File: src/rtl/sgm_regs.svh
`ifndef SGM_REGS_SVH
`define SGM_REGS_SVH
// register byte addresses
`define SGM_TIS_ADDR 20'hf_0074
`define SGM_AGC_ADDR 20'hf_0078
`define SGM_PRS_ADDR 20'hf_007b
`define SGM_ADR_ADDR 20'hf_061e
// access_guard_control fields
`define SGM_AGC_DET 7
`define SGM_AGC_RAM_HI 5
`define SGM_AGC_RAM_LO 4
`define SGM_AGC_PORT 2
`define SGM_AGC_IRQ 1
`define SGM_AGC_CLK 0
`define SGM_AGC_WMASK 8'h37
// port_readback_select field
`define SGM_PRS_PIN 0
// ram guard sizes in bytes
`define SGM_RAM_SZ_128 20'h0_0080
`define SGM_RAM_SZ_256 20'h0_0100
`define SGM_RAM_SZ_512 20'h0_0200
// reset values
`define SGM_RST_8 8'h00
`define SGM_RST_16 16'h0000
`endif

File: src/rtl/sgm_pkg.sv
package sgm_pkg;
  typedef logic [19:0] sgm_addr_t;
  typedef enum logic [1:0] {
    SGM_RAM_OFF = 2'h0,
    SGM_RAM_128 = 2'h1,
    SGM_RAM_256 = 2'h2,
    SGM_RAM_512 = 2'h3
  } sgm_ram_size_t;
  typedef enum logic [2:0] {
    SGM_CH5_PIN_A = 3'h0,
    SGM_CH5_EVENT = 3'h1,
    SGM_CH5_PIN_B = 3'h2,
    SGM_CH5_MID = 3'h3,
    SGM_CH5_LOW = 3'h4,
    SGM_CH5_SUB = 3'h5
  } sgm_ch5_src_t;
  typedef enum logic [1:0] {
    SGM_DIAG_NONE = 2'h0,
    SGM_DIAG_ZERO = 2'h1,
    SGM_DIAG_HALF = 2'h2,
    SGM_DIAG_FULL = 2'h3
  } sgm_diag_t;
endpackage

File: src/rtl/sgm_rb_if.sv
`timescale 1ns/10ps
interface sgm_rb_if;
  logic [7:0] port_latch;
  logic [7:0] pin_level;
  logic [7:0] port_direction_reg;
  logic [7:0] seg_active;
  logic i2c_unit_enable;
  logic pin_level_readback;
  logic [7:0] result;
  modport top (
    output port_latch,
    output pin_level,
    output port_direction_reg,
    output seg_active,
    output i2c_unit_enable,
    output pin_level_readback,
    input result
  );
  modport rb (
    input port_latch,
    input pin_level,
    input port_direction_reg,
    input seg_active,
    input i2c_unit_enable,
    input pin_level_readback,
    output result
  );
endinterface

File: src/rtl/sgm_readback.sv
`timescale 1ns/10ps
module sgm_readback #(
  parameter logic [7:0] LCD_ONLY_MASK = 8'h00,
  parameter logic [7:0] INPUT_ONLY_MASK = 8'h00,
  parameter logic [7:0] I2C_PIN_MASK = 8'h03
) (
  sgm_rb_if.rb rb
);
  genvar i;
  generate
    for (i = 0; i < 8; i++)
    begin : g_pin
      logic exempt;
      // dedicated lcd, input-only and idle i2c pins keep plain behaviour
      assign exempt = LCD_ONLY_MASK[i] | INPUT_ONLY_MASK[i]
                    | (I2C_PIN_MASK[i] & ~rb.i2c_unit_enable);
      always_comb
      begin
        if (rb.port_direction_reg[i])
          rb.result[i] = rb.pin_level[i];
        else if (!rb.pin_level_readback || exempt)
          rb.result[i] = rb.port_latch[i];
        else if (rb.seg_active[i])
          rb.result[i] = 1'b0;
        else
          rb.result[i] = rb.pin_level[i];
      end
    end
  endgenerate
endmodule // sgm_readback

File: src/rtl/sgm_guard.sv
`timescale 1ns/10ps
`include "sgm_regs.svh"
module sgm_guard
  import sgm_pkg::*;
#(
  parameter sgm_addr_t RAM_START = 20'hf_3f00,
  parameter int NUM_BAD = 2,
  parameter logic [NUM_BAD*20-1:0] BAD_LO = {20'hf_0800, 20'h8_0000},
  parameter logic [NUM_BAD*20-1:0] BAD_HI = {20'hf_0fff, 20'he_ffff},
  parameter sgm_addr_t PORT_CFG_LO = 20'hf_0020,
  parameter sgm_addr_t PORT_CFG_HI = 20'hf_006f,
  parameter sgm_addr_t PORT_DATA_LO = 20'hf_ff00,
  parameter sgm_addr_t PORT_DATA_HI = 20'hf_ff1f,
  parameter sgm_addr_t PORT_RB_ADDR = 20'hf_ff00,
  parameter sgm_addr_t IRQ_CFG_LO = 20'hf_ffd0,
  parameter sgm_addr_t IRQ_CFG_HI = 20'hf_ffef,
  parameter sgm_addr_t CLK_CFG_LO = 20'hf_00a0,
  parameter sgm_addr_t CLK_CFG_HI = 20'hf_00ff,
  parameter logic [7:0] LCD_ONLY_MASK = 8'h00,
  parameter logic [7:0] INPUT_ONLY_MASK = 8'h00,
  parameter logic [7:0] I2C_PIN_MASK = 8'h03
) (
  input wire logic ref_clk,
  input wire logic reset_n,
  input wire logic clk_en,
  input wire sgm_addr_t cpu_addr,
  input wire logic cpu_rd,
  input wire logic cpu_wr,
  input wire logic cpu_fetch,
  input wire logic [15:0] cpu_wdata,
  output logic [15:0] cpu_rdata,
  output logic fwd_wr,
  output sgm_addr_t fwd_addr,
  output logic [15:0] fwd_wdata,
  output logic wr_blocked,
  output logic bad_access_reset,
  input wire logic watchdog_run_option,
  input wire logic timer_ch5_input_pin,
  input wire logic event_link_in,
  input wire logic mid_osc_clk,
  input wire logic low_osc_clk,
  input wire logic sub_clk,
  output logic ch5_ref_out,
  input wire logic adc_diag_valid,
  input wire logic [11:0] adc_diag_value,
  input wire logic [1:0] adc_diag_status,
  input wire logic adc_accum_mode,
  input wire logic adc_alignment_select,
  input wire logic [7:0] port_latch,
  input wire logic [7:0] port_pin_level,
  input wire logic [7:0] port_direction_reg,
  input wire logic [7:0] seg_active,
  input wire logic i2c_unit_enable
);
  logic [7:0] timer_input_select;
  logic [7:0] access_guard_control;
  logic [7:0] port_readback_select;
  logic [15:0] adc_selfcheck_result;
  logic [7:0] pin_meta, pin_sync;
  logic [3:0] clk_meta, clk_sync;
  logic hit_tis, hit_agc, hit_prs, hit_adr, hit_own;
  logic in_ram, in_port_cfg, in_port_data, in_irq, in_clk, in_bad;
  logic guard_hit, detect_on;
  sgm_addr_t ram_size;
  sgm_ram_size_t ram_sel;
  sgm_ch5_src_t ch5_sel;
  logic next_ch5;
  logic [15:0] next_rdata;
  sgm_rb_if rbi();

  assign hit_tis = cpu_addr == `SGM_TIS_ADDR;
  assign hit_agc = cpu_addr == `SGM_AGC_ADDR;
  assign hit_prs = cpu_addr == `SGM_PRS_ADDR;
  assign hit_adr = cpu_addr == `SGM_ADR_ADDR;
  assign hit_own = hit_tis | hit_agc | hit_prs | hit_adr;

  assign ram_sel = sgm_ram_size_t'(access_guard_control[`SGM_AGC_RAM_HI:`SGM_AGC_RAM_LO]);
  always_comb
  begin
    unique case (ram_sel)
      SGM_RAM_OFF: ram_size = 20'h0_0000;
      SGM_RAM_128: ram_size = `SGM_RAM_SZ_128;
      SGM_RAM_256: ram_size = `SGM_RAM_SZ_256;
      SGM_RAM_512: ram_size = `SGM_RAM_SZ_512;
    endcase
  end
  assign in_ram = cpu_addr >= RAM_START && (cpu_addr - RAM_START) < ram_size;
  assign in_port_data = cpu_addr >= PORT_DATA_LO && cpu_addr <= PORT_DATA_HI;
  // data latches excluded from the port guard
  assign in_port_cfg = cpu_addr >= PORT_CFG_LO && cpu_addr <= PORT_CFG_HI && !in_port_data;
  assign in_irq = cpu_addr >= IRQ_CFG_LO && cpu_addr <= IRQ_CFG_HI;
  assign in_clk = cpu_addr >= CLK_CFG_LO && cpu_addr <= CLK_CFG_HI;
  assign guard_hit = in_ram
    | (in_port_cfg & access_guard_control[`SGM_AGC_PORT])
    | (in_irq & access_guard_control[`SGM_AGC_IRQ])
    | (in_clk & access_guard_control[`SGM_AGC_CLK]);

  // prohibited ranges from parameters
  always_comb
  begin
    in_bad = 1'b0;
    for (int k = 0; k < NUM_BAD; k++)
    begin
      if (cpu_addr >= BAD_LO[k*20 +: 20] && cpu_addr <= BAD_HI[k*20 +: 20])
        in_bad = 1'b1;
    end
  end
  assign detect_on = access_guard_control[`SGM_AGC_DET] | watchdog_run_option;

  // pin and foreign-clock synchronisers
  always_ff @(posedge ref_clk)
  begin
    if (!reset_n)
    begin
      pin_meta <= `SGM_RST_8;
      pin_sync <= `SGM_RST_8;
      clk_meta <= 4'h0;
      clk_sync <= 4'h0;
    end
    else if (clk_en)
    begin
      pin_meta <= port_pin_level;
      pin_sync <= pin_meta;
      clk_meta <= {sub_clk, low_osc_clk, mid_osc_clk, timer_ch5_input_pin};
      clk_sync <= clk_meta;
    end
  end

  // guard control: set-only detect bit, reset to zero
  always_ff @(posedge ref_clk)
  begin
    if (!reset_n)
      access_guard_control <= `SGM_RST_8;
    else if (clk_en && cpu_wr && hit_agc)
    begin
      access_guard_control <= (cpu_wdata[7:0] & `SGM_AGC_WMASK)
        | {access_guard_control[`SGM_AGC_DET] | cpu_wdata[`SGM_AGC_DET], 7'h00};
    end
  end

  always_ff @(posedge ref_clk)
  begin
    if (!reset_n)
      timer_input_select <= `SGM_RST_8;
    else if (clk_en && cpu_wr && hit_tis)
      timer_input_select <= cpu_wdata[7:0];
  end

  always_ff @(posedge ref_clk)
  begin
    if (!reset_n)
      port_readback_select <= `SGM_RST_8;
    else if (clk_en && cpu_wr && hit_prs)
      port_readback_select <= {7'h00, cpu_wdata[`SGM_PRS_PIN]};
  end

  // diagnosis result, kept right-aligned internally
  always_ff @(posedge ref_clk)
  begin
    if (!reset_n)
      adc_selfcheck_result <= `SGM_RST_16;
    else if (clk_en && adc_diag_valid && !adc_accum_mode)
      adc_selfcheck_result <= {adc_diag_status, 2'h0, adc_diag_value};
  end

  // write forwarding; blocked writes finish silently
  always_ff @(posedge ref_clk)
  begin
    if (!reset_n)
    begin
      fwd_wr <= 1'b0;
      fwd_addr <= 20'h0_0000;
      fwd_wdata <= `SGM_RST_16;
      wr_blocked <= 1'b0;
    end
    else if (clk_en)
    begin
      fwd_wr <= cpu_wr && !hit_own && !guard_hit;
      wr_blocked <= cpu_wr && !hit_own && guard_hit;
      fwd_addr <= cpu_addr;
      fwd_wdata <= cpu_wdata;
    end
  end

  always_ff @(posedge ref_clk)
  begin
    if (!reset_n)
      bad_access_reset <= 1'b0;
    else if (clk_en)
      bad_access_reset <= detect_on && in_bad && (cpu_rd | cpu_wr | cpu_fetch);
  end

  // channel 5 reference source
  assign ch5_sel = sgm_ch5_src_t'(timer_input_select[2:0]);
  always_comb
  begin
    case (ch5_sel)
      SGM_CH5_PIN_A, SGM_CH5_PIN_B: next_ch5 = clk_sync[0];
      SGM_CH5_EVENT: next_ch5 = event_link_in;
      SGM_CH5_MID: next_ch5 = clk_sync[1];
      SGM_CH5_LOW: next_ch5 = clk_sync[2];
      SGM_CH5_SUB: next_ch5 = clk_sync[3];
      default: next_ch5 = 1'b0;
    endcase
  end
  always_ff @(posedge ref_clk)
  begin
    if (!reset_n)
      ch5_ref_out <= 1'b0;
    else if (clk_en)
      ch5_ref_out <= next_ch5;
  end

  // port readback
  assign rbi.port_latch = port_latch;
  assign rbi.pin_level = pin_sync;
  assign rbi.port_direction_reg = port_direction_reg;
  assign rbi.seg_active = seg_active;
  assign rbi.i2c_unit_enable = i2c_unit_enable;
  assign rbi.pin_level_readback = port_readback_select[`SGM_PRS_PIN];
  sgm_readback #(
    .LCD_ONLY_MASK(LCD_ONLY_MASK),
    .INPUT_ONLY_MASK(INPUT_ONLY_MASK),
    .I2C_PIN_MASK(I2C_PIN_MASK)
  ) u_sgm_readback (
    .rb(rbi.rb)
  );

  // read data mux
  always_comb
  begin
    next_rdata = `SGM_RST_16;
    if (hit_tis)
      next_rdata = {8'h00, timer_input_select};
    else if (hit_agc)
      next_rdata = {8'h00, access_guard_control};
    else if (hit_prs)
      next_rdata = {8'h00, port_readback_select};
    else if (hit_adr && adc_alignment_select)
      next_rdata = {adc_selfcheck_result[11:0], 2'h0,
                    adc_selfcheck_result[15:14]};
    else if (hit_adr)
      next_rdata = adc_selfcheck_result;
    else if (cpu_addr == PORT_RB_ADDR)
      next_rdata = {8'h00, rbi.result};
  end
  always_ff @(posedge ref_clk)
  begin
    if (!reset_n)
      cpu_rdata <= `SGM_RST_16;
    else if (clk_en && cpu_rd)
      cpu_rdata <= next_rdata;
  end
endmodule // sgm_guard

File: config.mk
export PLATFORM = sky130hd
export DESIGN_NAME = sgm_guard
export DESIGN_NICKNAME = d
export VERILOG_FILES = /design/src/rtl/sgm_pkg.sv /design/src/rtl/sgm_rb_if.sv /design/src/rtl/sgm_readback.sv /design/src/rtl/sgm_guard.sv
export VERILOG_INCLUDE_DIRS = /design/src /design/src/rtl
export SDC_FILE = /design/constraint.sdc
export NUM_CORES = 1
export LEC_CHECK = 0
export ABC_AREA = 1
export BUFFER_PORTS_ARGS = -buffer_cell sky130_fd_sc_hd__buf_2
export CORE_AREA = 2 2 84 147
export CTS_BUF_LIST = sky130_fd_sc_hd__clkbuf_8 sky130_fd_sc_hd__clkbuf_16
export CTS_CLUSTER_DIAMETER = 40
export DETAILED_ROUTE_END_ITERATION = 8
export DIE_AREA = 0 0 86 149
export GPL_ROUTABILITY_DRIVEN = 0
export PLACE_DENSITY = 0.75
export SYNTH_ARGS = -nofsm -noshare
export SYNTH_HDL_FRONTEND = slang
export SYNTH_SLANG_ARGS = --single-unit
File: constraint.sdc
create_clock -name ref_clk -period 1.6 [get_ports ref_clk]
set_clock_uncertainty 0.05 [all_clocks]
set_input_delay 0.32 -clock ref_clk [delete_from_list [all_inputs] [get_ports ref_clk]]
set_output_delay 0.32 -clock ref_clk [all_outputs]
set_load 0.02 [all_outputs]
; ---- After elaboration in Yosys (flattened, before gate mapping)
; Index checks and enable logic that the tools add are counted.
[totals]
register_bits = 111
wordCells = 122
output_inout_bits = 56
[op_classes]
reduce_logical = 30
bitwise = 15
eq_ne = 13
order_cmp = 14
mux = 34
n_addsub = 1
[ops]
columns = op, n
row1 = "20-bit >= comparator, second input constant", 7
row2 = "20-bit less-or-equal comparator, second input constant", 6
row3 = "20-bit == test, second input constant", 5
row4 = 16-bit two-way mux, 5
row5 = 20-bit case mux with 4 select lines, 1
row6 = 1-bit two-way mux, 26
row7 = 1-bit logical AND, 21
row8 = 20-bit < comparator, 1
row9 = "20-bit subtractor, second input constant", 1
row10 = 1-bit bitwise OR, 10
row11 = 8-bit two-way mux, 1
row12 = 6-bit by 8-bit bitwise OR with 8-bit output, 1
row13 = "3-bit by 2-bit == test with 1-bit output, second input constant", 2
row14 = "3-bit == test, second input constant", 2
row15 = 1-bit logical NOT, 5
row16 = 1-bit case mux with 5 select lines, 1
row17 = "2-bit == test, second input constant", 2
row18 = 1-bit bitwise AND, 3
row19 = "3-bit by 1-bit == test with 1-bit output, second input constant", 1
row20 = 3-bit logical NOT, 1
row21 = "2-bit by 1-bit == test with 1-bit output, second input constant", 1
row22 = 2-bit logical NOT, 1
row23 = 2-bit OR reduction, 1
row24 = 1-bit logical OR, 1
row25 = 1-bit NOT, 1

; ---- Longest topological paths before layout
[logic_depth]
ltp_word = 10
depth_mapped = 13
mapped_depth_nobuf = 13

; ---- Modules after synthesis
; A second synthesis with hierarchy kept.
[unflattened]
cells_unflattened = 745
hier_area_um2 = 5099.9
[modules_own_cells]
columns = mod, cells_per_inst, instances, seq_area_each_um2, area_each_um2
row1 = sgm_guard, 698, 1, 2182.1, 4875.9
row2 = sgm_readback, 47, 1, 0.0, 224.0

; ---- Worst setup path after synthesis
; No wires, ideal clock.
[synth_path]
path_type = in2reg
start = input cpu_addr[8]
end = register cpu_rdata[1]
t_arrival_ns = 1.552
t_required_ns = 1.418
stages = 12
setup_time_ns = 0.132
setup_slack_ns = -0.134
path_cell_list = inv_1 -> ha_1 -> nand3_4 -> nor2_8 -> nand2_2 -> nor2_8 -> inv_2 -> buf_6 -> o21ai_1 -> inv_1 -> nand2_1 -> a21oi_2
[synth_via]
elab_chain_len = 7
elab_cells_between_ends = 12
cone_classes = 5 x eq/ne / 6 x mux / 1 x reduce/logical
[synth_lines]
columns = element, line
row1 = start: declaration, sgm_guard.sv:26  ; input wire sgm_addr_t cpu_addr,
row2 = 20-bit == test, sgm_guard.sv:244  ; else if (cpu_addr == PORT_RB_ADDR)
row3 = 8-bit two-way mux, sgm_guard.sv:244
row4 = 16-bit two-way mux, sgm_guard.sv:242  ; else if (hit_adr)
row5 = 16-bit two-way mux, sgm_guard.sv:239  ; else if (hit_adr && adc_alignment_select)
row6 = 16-bit two-way mux, sgm_guard.sv:237  ; else if (hit_prs)
row7 = 16-bit two-way mux, sgm_guard.sv:235  ; else if (hit_agc)
row8 = 16-bit two-way mux *, sgm_guard.sv:233  ; if (hit_tis)
row9 = end signal: assignment, sgm_guard.sv:250  ; cpu_rdata <= `SGM_RST_16;
row10 = end signal: assignment, sgm_guard.sv:252  ; cpu_rdata <= next_rdata;
row11 = end: declaration, sgm_guard.sv:31  ; output logic [15:0] cpu_rdata,
; Mark *: on every way between the ends. The rest lies on a longest branch, timed or not.
; A chain may end at the register's enable or synchronous reset.

; ---- Worst setup path in the final report
[layout_path]
start = register access_guard_control[5]
end = register wr_blocked
[layout_via]
elab_chain_len = 8
elab_cells_between_ends = 11
cone_classes = 1 x order compare / 3 x eq/ne / 1 x mux / 3 x bitwise / 3 x reduce/logical
[layout_lines]
columns = element, line
row1 = start: declaration, sgm_guard.sv:56  ; logic [7:0] access_guard_control;
row2 = start signal: assignment, sgm_guard.sv:133  ; access_guard_control <= `SGM_RST_8;
row3 = start signal: assignment, sgm_guard.sv:136  ; access_guard_control <= (cpu_wdata[7:0] & `SGM_AGC_WMASK)
row4 = "2-bit == test, or another cell as far along", sgm_guard.sv:80  ; unique case (ram_sel)
row5 = 20-bit case mux with 4 select lines *, sgm_guard.sv:80
row6 = 20-bit < comparator *, sgm_guard.sv:87  ; assign in_ram = cpu_addr >= RAM_START && (cpu_addr - RAM_START) < ram_size;
row7 = 1-bit logical AND *, sgm_guard.sv:87
row8 = 1-bit bitwise OR * (3 in series), sgm_guard.sv:93  ; assign guard_hit = in_ram
row9 = 1-bit logical AND *, sgm_guard.sv:179  ; wr_blocked <= cpu_wr && !hit_own && guard_hit;
row10 = end signal: assignment, sgm_guard.sv:179
row11 = end: declaration, sgm_guard.sv:35  ; output logic wr_blocked,
; Mark *: on every way between the ends. The rest lies on a longest branch, timed or not. The select of a mux whose other input is x is not followed.

==> reports/metrics.yaml <==
outcome:
  outcome: "completed"
grt:
  overflow: 0
  track_usage_pct: 26.8
  grt_pass1_vias: 5782
  grt_max_degree: 60
  grt_pass1_wl_mm: 26.9
  antenna_found_initial: 2
synth:
  synth_fa_ha_area_share_pct: 1.17
  synthXorXnorAreaFrac_pct: 0.655
  synth_compound_area_share_pct: 19.4
  syn_inst: 776
  synth.top_cell.area_share_pct: 40.8
  yosysSeqAreaShare_pct: 40.8
  synthSimpleGateAreaFrac_pct: 29.4
  syn_area_mm2: 0.00535
  yosys_register_bits: 109
  synth.area.mux_share_pct: 0
  syn-num-nets: 879
  postSynthAreaPerCell_um2: 6.89
  synth_cell_types: 44
  synth_top_family_by_area: "simple AND/OR/NAND/NOR gates"
  synth_top_cell_by_area: "dfxtp_1"
  synth_warnings: 0
  netlist_top_cells_area: "dfxtp_1 41%, nor2_1 11%, o21ai_0 9.4%"
placement:
  port_buffers: 153
  dp_hpwl_mm: 13.2
worst_setup_path:
  crit_arrival_ns: 1.73
  path_cells: "inv_2 > or2_4 > ha_4 > nand2_2 > a21boi_2 > nor2_1 > nand3_1 > nand3b_1 > nand2_1 > a21oi_1"
  critPathRequiredTime_ns: 1.79
  crit_type: "flip-flop to flip-flop"
  crit_family: "simple AND/OR/NAND/NOR gates"
  end_kind: "flip-flop"
  critPathLaunchType: "flip-flop"
  critPathBufInv: 1
  cp_slowest_stage_delay_ns: 0.34
  crit_path_top_delay_cell: "dfxtp_2"
  ff2ff_setup_slack_ns: 0.05
  r2r_start: "access_guard_control[5]"
  r2r_end: "wr_blocked"
  cp_max_fo: 2
  r2r_cells: 10
sta:
  clock.fmax_mhz: 646
  rsz0062_at_grt: "true"
  report.final.setup_viol: 0
  slew_viol_final: 0
  tns_ns: 0
  worstMarginPinSlew_ns: 0.487
  slew_headroom_pct: 67.5
  hold_viol: 0
  min_period_ns: 1.55
  post-route-period-util_pct: 96.7
detailed_routing:
  vias: 6042
  wl_mm: 17.2
  wl_met3_um: 992
  firstDrtPassIters: 5
  dr_wl_met2_mm: 9.05
  top_layer_used: "met4"
  wl_per_cell_um: 15.3
  vias_per_cell: 5.34
  drtAntennaViolNets: 0
  drc: 0
  route.layer.met1.wl_mm: 5.95
  drt-initial-drc-count: 362
clocking:
  cts_sinks: 109
  clk_pin_slew_ns: 0.08
  htreeDepth: 3
  root_buffer: "clkbuf_16"
  cts_buffers: 9
  clockBufferDepth: 2
  hold_buffers: 0
  clk_latency_ns: 0.36
  cts_tree: "yes"
final_layout:
  final_common_cell: "buf_2"
  drive_gt1_share_pct: 32.3
  synthToLayoutAreaGrowth_pct: 36.0
  seq_area_mm2: 0.00219
  num-nets-final: 1090
  final_cell_mix: "153 x buf_2, 147 x nor2_1, 109 x nand2_1"
  multi_input_area_mm2: 0.00283
  nFillCells: 1110
  final_util_pct: 62.0
floorplanning:
  initial_core_util_pct: 45.6
  io_pins: 154
  die_width_um: 86
  die_h_um: 149
  coreArea_mm2: 0.0117
  rows: 53
  dieArea_mm2: 0.0128
worst_hold_path:
  worst_hold_path.num_cells: 3
  hold_end: "fwd_wdata[12]"
  hp-class: "input pin to flip-flop"
  min-delay-start: "cpu_wdata[12]"
power_and_ir_drop:
  p_per_area_mw_per_mm2: 855
  leakage_nw: 3.55
  vdd_drop_max_mv: 0.614
  power_mw: 6.22
job:
  max_cap_violations: 0
## per-layer routing
metal	global-route usage (%)	vias to the layer above
li1	-	2965
met1	27.1	2746
met2	49.5	247
met3	4.04	84
met4	17.5	0
met5	0	-
## metrics by stage
| stage | worst slack [ns] | hold slack (ns) | instances | instance area (um2) |
|---|---|---|---|---|
| after global placement | -0.259 | 0.402 | 1112 | 6830 |
| after global routing | -0.108 | 0.130 | 1131 | 7280 |
| after CTS | 0.0219 | 0.129 | 1128 | 7170 |
| after detailed placement | -0.311 | 0.403 | 1112 | 6830 |
| after floorplan | -0.00732 | 0.378 | 776 | 5380 |
| final | 0.0530 | 0.127 | 1131 | 7280 |
## kinds of logic after synthesis
logic type	Yosys count
AO/OA/AOI/OAI	194
XOR/XNOR	4
adder cells (fa/ha/maj)	5
buffers and inverters	111
flip-flops	109
AND/OR/NAND/NOR	353
## synthesized netlist by cell type (all sizes together)
| cell type | count |
|---|---|
| a211oi | 8 |
| dfxtp | 109 |
| o2111ai | 2 |
| and2 | 1 |
| nand3b | 1 |
| ha | 5 |
| nor3 | 6 |
| nor3b | 1 |
| a32oi | 1 |
| nand3 | 41 |
| a21boi | 3 |
| o22ai | 3 |
| inv | 70 |
| or3 | 1 |
| nand4 | 13 |
| clkinv | 4 |
| xnor2 | 3 |
| o21a | 1 |
| nor4 | 1 |
| nand2 | 123 |
| xor2 | 1 |
| buf | 13 |
| clkbuf | 24 |
| o21ai | 117 |
| nor2 | 164 |
| a21oi | 56 |
| o211ai | 3 |
| or2 | 1 |
## sequential cells by signal, indices dropped and copies added (netlist names), 4 cells and up
signal / cells
fwd_addr: 20
cpu_rdata: 16
fwd_wdata: 16
adc_selfcheck_result: 14
pin_meta: 8
pin_sync: 8
timer_input_select: 8
access_guard_control: 6
clk_meta: 4
clk_sync: 4
## tightest hold or removal path, stage by stage
cell	delay (ns)
buf_2	0.07
nor2_1	0.03
nor2_1	0.08
## how the worst max path moves through the flow
stage	startpoint	to	depth (start not counted)
after floorplan	cpu_addr[8]	cpu_rdata[4]	13
after global placement	cpu_addr[8]	cpu_rdata[7]	14
after detailed placement	cpu_addr[8]	cpu_rdata[7]	14
after CTS	port_readback_select[0]	cpu_rdata[4]	12
after global routing	cpu_addr[8]	access_guard_control[5]	12
final	access_guard_control[5]	wr_blocked	10
## report_power, final
group | leakage, nW | total (mW) | internal [mW] | switching, mW
Sequential | 0.897 | 2.90 | 2.84 | 0.0632
Clock | 0.152 | 2.37 | 1.29 | 1.09
Combinational | 2.50 | 0.948 | 0.388 | 0.560
Total | 3.55 | 6.22 | 4.51 | 1.71
## final cells by class
| class | instances | area share [%] |
|---|---|---|
| clock buffers | 10 | 3.28 |
| multi-input cells | 556 | 38.9 |
| inverters | 74 | 3.94 |
| diodes | 2 | 0.0688 |
| flip-flops and latches | 109 | 30.0 |
| repair buffers | 237 | 20.3 |
| well taps | 137 | 2.36 |
| clock inverters | 6 | 1.10 |
## what timing repair did
action / in CTS / in global routing
gates resized for setup: 7 / 36
setup buffers: 0 / 1
setup endpoints to repair: 4 / 15
pin swaps: 2 / 11
(Power assumes the default switching activity.)
